===== src/cmpei_pkg.sv =====
// Constants, register map and state type of the comparator edge interrupt block
// Contract
// Rising enable set: a low-to-high result change sets the interrupt flag; otherwise untouched.
// Falling enable set: a high-to-low result change sets the flag; both enables may be on.
// Mirror bit 1 always shows the current result of comparator 2.
// Mirror bit 0 always shows the current result of comparator 1.
// Mirror bits 7 to 2 read zero; writes to the mirror do nothing.
// Both mirror bits read zero after any reset until a result drives them.
// Positive select routes: 11 ground, 10 fixed vref, 01 DAC, 00 external pin.
// A qualifying edge in the clearing cycle leaves the flag set.
// Toggling invert or enable changes the result and counts as an edge; here toggling enable changes the result only while cmp_raw_in is high.
package cmpei_pkg;

	localparam int NCMP = 2;
	localparam int ADDR_W = 8;

	localparam logic [ADDR_W-1:0] ADDR_MCTL1     = 8'h00;
	localparam logic [ADDR_W-1:0] ADDR_MCTL2     = 8'h04;
	localparam logic [ADDR_W-1:0] ADDR_ECTL1     = 8'h08;
	localparam logic [ADDR_W-1:0] ADDR_ECTL2     = 8'h0c;
	localparam logic [ADDR_W-1:0] ADDR_MIRROR    = 8'h10;
	localparam logic [ADDR_W-1:0] ADDR_IRQ_STAT  = 8'h14;
	localparam logic [ADDR_W-1:0] ADDR_IRQ_MASK  = 8'h18;

	// Main control: enable, result (read only), output enable, invert, speed, hysteresis, sync
	localparam int MCTL_EN_BIT  = 7;
	localparam int MCTL_RES_BIT = 6;
	localparam int MCTL_INV_BIT = 4;
	localparam logic [7:0] MCTL_WMASK = 8'hb7;
	localparam logic [7:0] MCTL_RST   = 8'h04;

	// Edge and input control
	localparam int ECTL_RISE_BIT = 7;
	localparam int ECTL_FALL_BIT = 6;
	localparam int POS_LSB       = 4;
	localparam int NEG_LSB       = 0;
	localparam logic [7:0] ECTL_WMASK = 8'hf7;
	localparam logic [7:0] ECTL_RST   = 8'h00;

	localparam logic [1:0] POS_SEL_PIN  = 2'h0;
	localparam logic [1:0] POS_SEL_DAC  = 2'h1;
	localparam logic [1:0] POS_SEL_VREF = 2'h2;
	localparam logic [1:0] POS_SEL_GND  = 2'h3;
	localparam logic [3:0] POS_ROUTE_ONE = 4'h1;

	localparam logic [1:0] RESP_OKAY   = 2'h0;
	localparam logic [1:0] RESP_SLVERR = 2'h2;

	typedef struct packed {
		logic                  awready;
		logic                  wready;
		logic                  bvalid;
		logic [1:0]            bresp;
		logic                  arready;
		logic                  rvalid;
		logic [1:0]            rresp;
		logic [31:0]           rdata;
		logic                  aw_got;
		logic                  w_got;
		logic [ADDR_W-1:0]     waddr;
		logic [7:0]            wbyte;
		logic                  wlane;
		logic [NCMP-1:0][7:0]  mctl;
		logic [NCMP-1:0][7:0]  ectl;
		logic [NCMP-1:0]       result;
		logic [NCMP-1:0]       flag;
		logic [NCMP-1:0]       mask;
		logic                  irq;
		logic [NCMP-1:0][3:0]  pos_route;
	} cmpei_state_s;

	typedef struct packed {
		logic [NCMP-1:0] prev;
	} cmpei_edge_state_s;

endpackage


===== src/cmpei_edge_if.sv =====
// Interface between the register side and the edge detector
`timescale 1ns/1ps
`default_nettype none
interface cmpei_edge_if;
	logic [1:0] result;
	logic [1:0] rise_en;
	logic [1:0] fall_en;
	logic [1:0] edge_set;
	modport ctl (output result, output rise_en, output fall_en, input edge_set);
	modport det (input result, input rise_en, input fall_en, output edge_set);
endinterface
`default_nettype wire


===== src/cmpei_top.sv =====
// Comparator edge interrupt and input select block with AXI4-Lite registers
`timescale 1ns/1ps
`default_nettype none
module cmpei_top
	import cmpei_pkg::*;
(
	// Clock, reset, clock enable
	input  wire logic                  ref_clk_in,
	input  wire logic                  rst_in,
	input  wire logic                  ce_in,
	// AXI4-Lite write
	input  wire logic [ADDR_W-1:0]     s_axi_awaddr_in,
	input  wire logic                  s_axi_awvalid_in,
	output logic                       s_axi_awready_out,
	input  wire logic [31:0]           s_axi_wdata_in,
	input  wire logic [3:0]            s_axi_wstrb_in,
	input  wire logic                  s_axi_wvalid_in,
	output logic                       s_axi_wready_out,
	output logic [1:0]                 s_axi_bresp_out,
	output logic                       s_axi_bvalid_out,
	input  wire logic                  s_axi_bready_in,
	// AXI4-Lite read
	input  wire logic [ADDR_W-1:0]     s_axi_araddr_in,
	input  wire logic                  s_axi_arvalid_in,
	output logic                       s_axi_arready_out,
	output logic [31:0]                s_axi_rdata_out,
	output logic [1:0]                 s_axi_rresp_out,
	output logic                       s_axi_rvalid_out,
	input  wire logic                  s_axi_rready_in,
	// Analogue side
	input  wire logic [NCMP-1:0]       cmp_raw_in,
	output logic [NCMP-1:0]            cmp_result_out,
	output logic [NCMP-1:0]            cmp_enable_out,
	output logic [NCMP-1:0][3:0]       pos_route_out,
	output logic [NCMP-1:0][2:0]       neg_sel_out,
	// Interrupt
	output logic                       irq_out
);
	cmpei_state_s r;
	cmpei_state_s n;

	cmpei_edge_if eif ();

	cmpei_edge u_edge (
		.ref_clk_in (ref_clk_in),
		.rst_in     (rst_in),
		.ce_in      (ce_in),
		.eif        (eif)
	);

	always_comb
	begin
		for (int i = 0; i < NCMP; i++)
		begin
			eif.rise_en[i] = r.ectl[i][ECTL_RISE_BIT];
			eif.fall_en[i] = r.ectl[i][ECTL_FALL_BIT];
		end
		eif.result = r.result;
	end

	always_comb
	begin
		logic [NCMP-1:0] clr;
		clr = '0;
		n = r;

		if (r.bvalid && s_axi_bready_in)
			n.bvalid = 1'b0;
		if (s_axi_awvalid_in && r.awready)
		begin
			n.aw_got = 1'b1;
			n.waddr  = s_axi_awaddr_in;
		end
		if (s_axi_wvalid_in && r.wready)
		begin
			n.w_got = 1'b1;
			n.wbyte = s_axi_wdata_in[7:0];
			n.wlane = s_axi_wstrb_in[0];
		end

		// Address and data may arrive in either order; the write waits for a free response slot
		if (n.aw_got && n.w_got && !n.bvalid)
		begin
			n.aw_got = 1'b0;
			n.w_got  = 1'b0;
			n.bvalid = 1'b1;
			n.bresp  = RESP_OKAY;
			case (n.waddr)
				ADDR_MCTL1:
					if (n.wlane)
						n.mctl[0] = n.wbyte & MCTL_WMASK;
				ADDR_MCTL2:
					if (n.wlane)
						n.mctl[1] = n.wbyte & MCTL_WMASK;
				ADDR_ECTL1:
					if (n.wlane)
						n.ectl[0] = n.wbyte & ECTL_WMASK;
				ADDR_ECTL2:
					if (n.wlane)
						n.ectl[1] = n.wbyte & ECTL_WMASK;
				// Mirror ignores writes
				ADDR_MIRROR: ;
				ADDR_IRQ_STAT:
					if (n.wlane)
						clr = n.wbyte[NCMP-1:0];
				ADDR_IRQ_MASK:
					if (n.wlane)
						n.mask = n.wbyte[NCMP-1:0];
				default:
					n.bresp = RESP_SLVERR;
			endcase
		end

		for (int i = 0; i < NCMP; i++)
		begin
			// Result follows enable and invert even when off
			n.result[i] = (n.mctl[i][MCTL_EN_BIT] & cmp_raw_in[i]) ^ n.mctl[i][MCTL_INV_BIT];
			// Positive input routing
			n.pos_route[i] = POS_ROUTE_ONE << n.ectl[i][POS_LSB +: 2];
		end

		// Set wins over clear
		n.flag = (r.flag & ~clr) | eif.edge_set;
		n.irq  = |(n.flag & n.mask);

		if (r.rvalid && s_axi_rready_in)
			n.rvalid = 1'b0;
		if (s_axi_arvalid_in && r.arready)
		begin
			n.rvalid = 1'b1;
			n.rresp  = RESP_OKAY;
			n.rdata  = '0;
			case (s_axi_araddr_in)
				ADDR_MCTL1:
					n.rdata[7:0] = r.mctl[0] | ({7'h00, r.result[0]} << MCTL_RES_BIT);
				ADDR_MCTL2:
					n.rdata[7:0] = r.mctl[1] | ({7'h00, r.result[1]} << MCTL_RES_BIT);
				ADDR_ECTL1:
					n.rdata[7:0] = r.ectl[0];
				ADDR_ECTL2:
					n.rdata[7:0] = r.ectl[1];
				// Mirror bits, upper zero
				ADDR_MIRROR:
					n.rdata[NCMP-1:0] = r.result;
				ADDR_IRQ_STAT:
					n.rdata[NCMP-1:0] = r.flag;
				ADDR_IRQ_MASK:
					n.rdata[NCMP-1:0] = r.mask;
				default:
					n.rresp = RESP_SLVERR;
			endcase
		end

		// Ready is registered, so each channel takes at most one item per response
		n.awready = !n.aw_got;
		n.wready  = !n.w_got;
		n.arready = !n.rvalid;
	end

	always_ff @(posedge ref_clk_in or posedge rst_in)
	begin
		// Results and mirror clear on reset
		if (rst_in)
		begin
			r           <= '0;
			r.mctl      <= {NCMP{MCTL_RST}};
			r.ectl      <= {NCMP{ECTL_RST}};
			r.pos_route <= {NCMP{POS_ROUTE_ONE}};
		end
		else if (ce_in)
			r <= n;
	end

	always_comb
	begin
		s_axi_awready_out = r.awready;
		s_axi_wready_out  = r.wready;
		s_axi_bresp_out   = r.bresp;
		s_axi_bvalid_out  = r.bvalid;
		s_axi_arready_out = r.arready;
		s_axi_rdata_out   = r.rdata;
		s_axi_rresp_out   = r.rresp;
		s_axi_rvalid_out  = r.rvalid;
		cmp_result_out    = r.result;
		pos_route_out     = r.pos_route;
		irq_out           = r.irq;
		for (int i = 0; i < NCMP; i++)
		begin
			cmp_enable_out[i] = r.mctl[i][MCTL_EN_BIT];
			neg_sel_out[i]    = r.ectl[i][NEG_LSB +: 3];
		end
	end
endmodule
`default_nettype wire


===== src/cmpei_edge.sv =====
// Per-comparator edge detector feeding the interrupt flags
`timescale 1ns/1ps
`default_nettype none
module cmpei_edge
	import cmpei_pkg::*;
(
	// Clock and reset
	input  wire logic ref_clk_in,
	input  wire logic rst_in,
	input  wire logic ce_in,
	// Edge signals
	cmpei_edge_if.det eif
);
	cmpei_edge_state_s r;
	cmpei_edge_state_s n;

	always_comb
	begin
		n = r;
		n.prev = eif.result;
	end

	always_ff @(posedge ref_clk_in or posedge rst_in)
	begin
		if (rst_in)
			r <= '0;
		else if (ce_in)
			r <= n;
	end

	genvar i;
	generate
		for (i = 0; i < NCMP; i++)
		begin : g_ch
			// Qualified edges
			assign eif.edge_set[i] = (eif.rise_en[i] & eif.result[i] & ~r.prev[i])
				| (eif.fall_en[i] & ~eif.result[i] & r.prev[i]);
		end
	endgenerate
endmodule
`default_nettype wire


===== config.mk =====
export PLATFORM = sky130hd
export DESIGN_NAME = cmpei_top
export DESIGN_NICKNAME = d
export VERILOG_FILES = /design/src/cmpei_pkg.sv /design/src/cmpei_edge_if.sv /design/src/cmpei_top.sv /design/src/cmpei_edge.sv
export SDC_FILE = /design/constraint.sdc
export NUM_CORES = 1
export LEC_CHECK = 0
export ABC_AREA = 1
export CORE_ASPECT_RATIO = 0.7
export CORE_UTILIZATION = 57
export DETAILED_ROUTE_END_ITERATION = 7
export DONT_BUFFER_PORTS = 1
export GPL_TIMING_DRIVEN = 0
export PLACE_DENSITY = 0.84
export SLEW_MARGIN = 10
export SYNTH_ARGS = -nofsm -noshare
export SYNTH_HDL_FRONTEND = slang
export SYNTH_SLANG_ARGS = --single-unit

===== constraint.sdc =====
create_clock -name ref_clk_in -period 4.6 [get_ports ref_clk_in]
set_input_delay 0.69 -clock ref_clk_in [delete_from_list [all_inputs] [get_ports ref_clk_in]]
set_output_delay 0.69 -clock ref_clk_in [all_outputs]
set_load 0.01 [all_outputs]

==> results summary <==
The flow ran to the end, and the final reports show no timing, DRC or antenna violations. The worst supply voltage drop on vdd is 0.228 mV. The worst hold slack came out at around 0.21 ns. The die area came out at between 7000 and 8000 sq um. The critical path startpoint category is a flip-flop. The setup path with the least slack is of type reg -> reg. The sum of routed wire length over all layers came out at approximately 11,000 microns. Ranked by total cell area, the synthesized netlist is headed by dfrtp_1 (41%), nand2_1 (13%), buf_4 (9.3%), inv_1 (6.3%), o21ai_0 (5.6%). The number of input and output port buffers inserted is 0. The final worst-path cycle share is 0.471. The highest fanout seen on the critical path is 10. From synthesis to final layout, the design area changed by 10.8%. The slowest stage of the critical path belongs to the cell o21ai_0.

The combined global-route utilization of all metal layers is 0.280. Traced cell by cell, the critical path runs through nand2_1, buf_2, o21ai_0, nor2_1, nand3_1, nand2_1, nor2_1, nand2_1, nand3_1. The slew at the pin with the worst max-slew slack came out at between 0.8 and 0.9 ns.

The highest clock rate is between 0.4 and 0.5 GHz. The most numerous cell type found on the critical path is nand2_1. The antenna violation net count after detailed routing is 0. In this run the most used layer during global routing was met2. The number of hold violations in the final report came out at 0. For this configuration, the core starts out at a cell density of 0.593. After filler insertion, the fill cell instance count of the layout stands at 630. Yosys printed 0 warnings. The final-report setup violation count came out at 0. The leakage power summed over all cells is approximately 2.6 nW. Data arrives at the worst endpoint at ~2.5 ns.

The average wire per standard cell came out at 15.1 microns. TritonCTS built the clock tree. The minimum setup slack among reg-to-reg paths came out at ~2.4 ns. The number of top-level pins came out at about 120.

The H-tree depth is 3. In this run, the number of DRC markers left after iteration 0 of detailed routing was 336. The standard cell core area is approximately 7300 sq um.

Setup repair after global routing left no endpoint under its margin. Measured in cells, the most critical reg-to-reg path has a length of 9. The worst clock skew on the final layout came out at ~0.013 ns. The wire length of the first global-routing pass came out at roughly 17,000 microns. The number of antenna violations at the first check in global routing came out at 0.

The fraction of registers with async set or reset after synthesis is 1.00. The antenna cell count is 0. Counting along the longest clock path gives a buffer depth of 2. The total via count in the routed design came out at 3,763. The root buffer selected by CTS is clkbuf_8. The capture point of the worst path is cmp_result_out[0].

For this run, design rule violations remaining after detail routing come to 0. The share of the core filled with cells is 0.657. The met2 track utilization from global routing came out at 0.452.

Summed over all layers, the global routing overflow is 0. The number of iterations in the first detailed-routing pass came out at 5. STA classifies the critical path endpoint as a flip-flop. The fraction of the yosys area taken by sequential cells came out at 0.433. The floorplan has 26 rows. The required time of the critical path came out at around 5 ns. The largest net degree at the start of global routing came out at 43. The sum of negative setup slack is 0 ns. The class of the most critical hold timing path is in -> async. The fraction of met1 tracks used by global routing is 0.380. The final non-filler cell total came out at 697.

The delay of the slowest cell on the worst path is 0.54 ns. The via count of the first global-routing pass is between 3,000 and 4,000. The number of max-slew violations in the final report came out at 0. The flip-flop and latch count after synthesis came out at 75. The number of nets in the layout is roughly 660. The synthesized instance count is approximately 560.

The CTS sink count came out at 75. The congestion estimate from routability-driven global placement came to 0.914. The power density relative to cell area is ~470 nW/um^2. The synthesized area divided by synthesized cell count came out at 7.81 sq um. The number of max-capacitance violations reported is 0. The met3 track demand over resource is 0.0675. The clock latency on the worst-skew pair came out at ~0.36 ns. Dividing the detail-routed via count by the number of cells gives ~5.4. The vertical die dimension is 75.0 microns. The number of instances in the placed design came out at a little under 700. The biggest area contributor in the post-synthesis netlist is dfrtp_1.

The primary flip-flop cell chosen by synthesis mapping is dfrtp_1. The distinct cell type count of the synthesized netlist is 37. The CTS buffer count came out at 9. The minimum clock period after layout came out at about 2.2 ns.

The endpoint of the worst-slack reg-to-reg timing path is cmp_result_out[0]. The share of the synthesized area in the top cell type is 0.409. In this run the critical register-to-register path is launched from s_axi_wready_out. Tracing the worst setup path back leads to its startpoint at s_axi_wready_out.

The number of setup buffers added after CTS is 0. The clock edge transition at the registers on the reported setup and hold paths is 0.08 ns. The cell area after synthesis is 4340 sq um. The relative slew slack came out at 0.440. The count of flip-flops with a built-in enable after synthesis is 0. The width of the die came out at roughly 110 microns. The count of hold-fix buffers inserted at cts came out at 0. The final HPWL from detailed placement is ~7900 microns. Post-CTS repair changed the size of 0 cells. In the final layout, the share of cells above drive strength 1 is 0.199.
[per-layer routing]
metal  share of wire  vias to the layer above
met5               0                        -
met4           0.012                        0
met3           0.078                       17
met2            0.46                      162
met1            0.45                     1816
li1                -                     1768
[worst min-delay path by stage]
| stage | slack [ns] | start | cells past startpoint | to |
|---|---|---|---|---|
| floorplan | 0.44 | r[36] | 2 | r[36] |
| global placement | 0.46 | pos_route_out[4] | 2 | pos_route_out[4] |
| detailed placement | 0.46 | pos_route_out[4] | 2 | pos_route_out[4] |
| CTS | 0.22 | rst_in | 1 | neg_sel_out[1] |
| global route | 0.24 | rst_in | 1 | neg_sel_out[1] |
| finish | 0.21 | rst_in | 1 | s_axi_rresp_out[1] |
[power breakdown]
group / total (mW) / leakage, nW / internal [mW] / switching, mW
registers: 0.927 / 0.955 / 0.815 / 0.112
clock network: 0.579 / 0.108 / 0.320 / 0.259
logic: 0.770 / 1.52 / 0.260 / 0.509
[registers in the layout, indices dropped and copies added, names as in the netlist, 2 cells and up]
signal / cells
cmp_enable_out: 2
u_edge.r: 2
r: 36
cmp_result_out: 2
s_axi_rdata_out: 7
neg_sel_out: 6
eif.rise_en: 2
eif.fall_en: 2
pos_route_out: 8
[cell families after synthesis]
family                 after synthesis  synth area share
and+or+nand+nor                    232             0.249
buffers and inverters              146             0.182
AOI/OAI and AO/OA                   99             0.128
DFF                                 75             0.433
muxes                                3           0.00691
other                                1          0.000863
[cell usage in the layout (no fill, tap or decap), drive strengths merged, types with 2 or more instances in the layout]
| master | instances |
|---|---|
| nand2 | 159 |
| inv | 76 |
| dfrtp | 71 |
| buf | 65 |
| o21ai | 61 |
| nand3 | 32 |
| nor2 | 30 |
| conb | 27 |
| a21oi | 15 |
| clkbuf | 15 |
| o22ai | 9 |
| nor3 | 6 |
| nand4 | 5 |
| a31oi | 4 |
| dfstp | 4 |
| mux2i | 3 |
| clkinv | 3 |
| a22o | 2 |
| a311oi | 2 |
| a21o | 2 |
| clkinvlp | 2 |
| bufinv | 2 |
[stage by stage]
stage	setup WS, ns	area (sq um)	power (mW)
detailed placement	2.24	4590	1.69
finish	2.43	4810	2.28
global route	2.23	4810	2.41
floorplan	2.01	4440	1.52
global placement	1.21	4560	1.65
CTS	2.46	4810	2.27
[worst max-delay path, delay by kind of cell, from the launching register on]
family                 cells  cell delay [ns]
flip-flops                 1             0.42
AO/OA/AOI/OAI              1             0.54
buffers and inverters      1             0.24
AND/OR/NAND/NOR            7             0.89
[area by class of cell]
cell class                      count  area (sq um)  share of cell area
Buffer                             69           499               0.104
Clock buffer                       10           138              0.0286
Clock inverter                      6          88.8              0.0185
Inverter                           77           292              0.0606
Multi-Input combinational cell    361          1770               0.368
Sequential cell                    75          1880               0.391
Tap cell                           98           123              0.0255
Timing Repair Buffer                1          20.0             0.00416
[cells in the mapped netlist (all sizes together), types with 2 or more instances]
cell and count:
inv 76, o21ai 61, a21oi 15, a31oi 4, nand2 159, nand4 5
dfrtp 71, o22ai 9, dfstp 4, buf 64, nor2 30, nor3 6
nand3 32, mux2i 3, a21o 2, a311oi 2, clkbuf 5, a22o 2
Note: power is estimated with default switching activity, not from simulation.
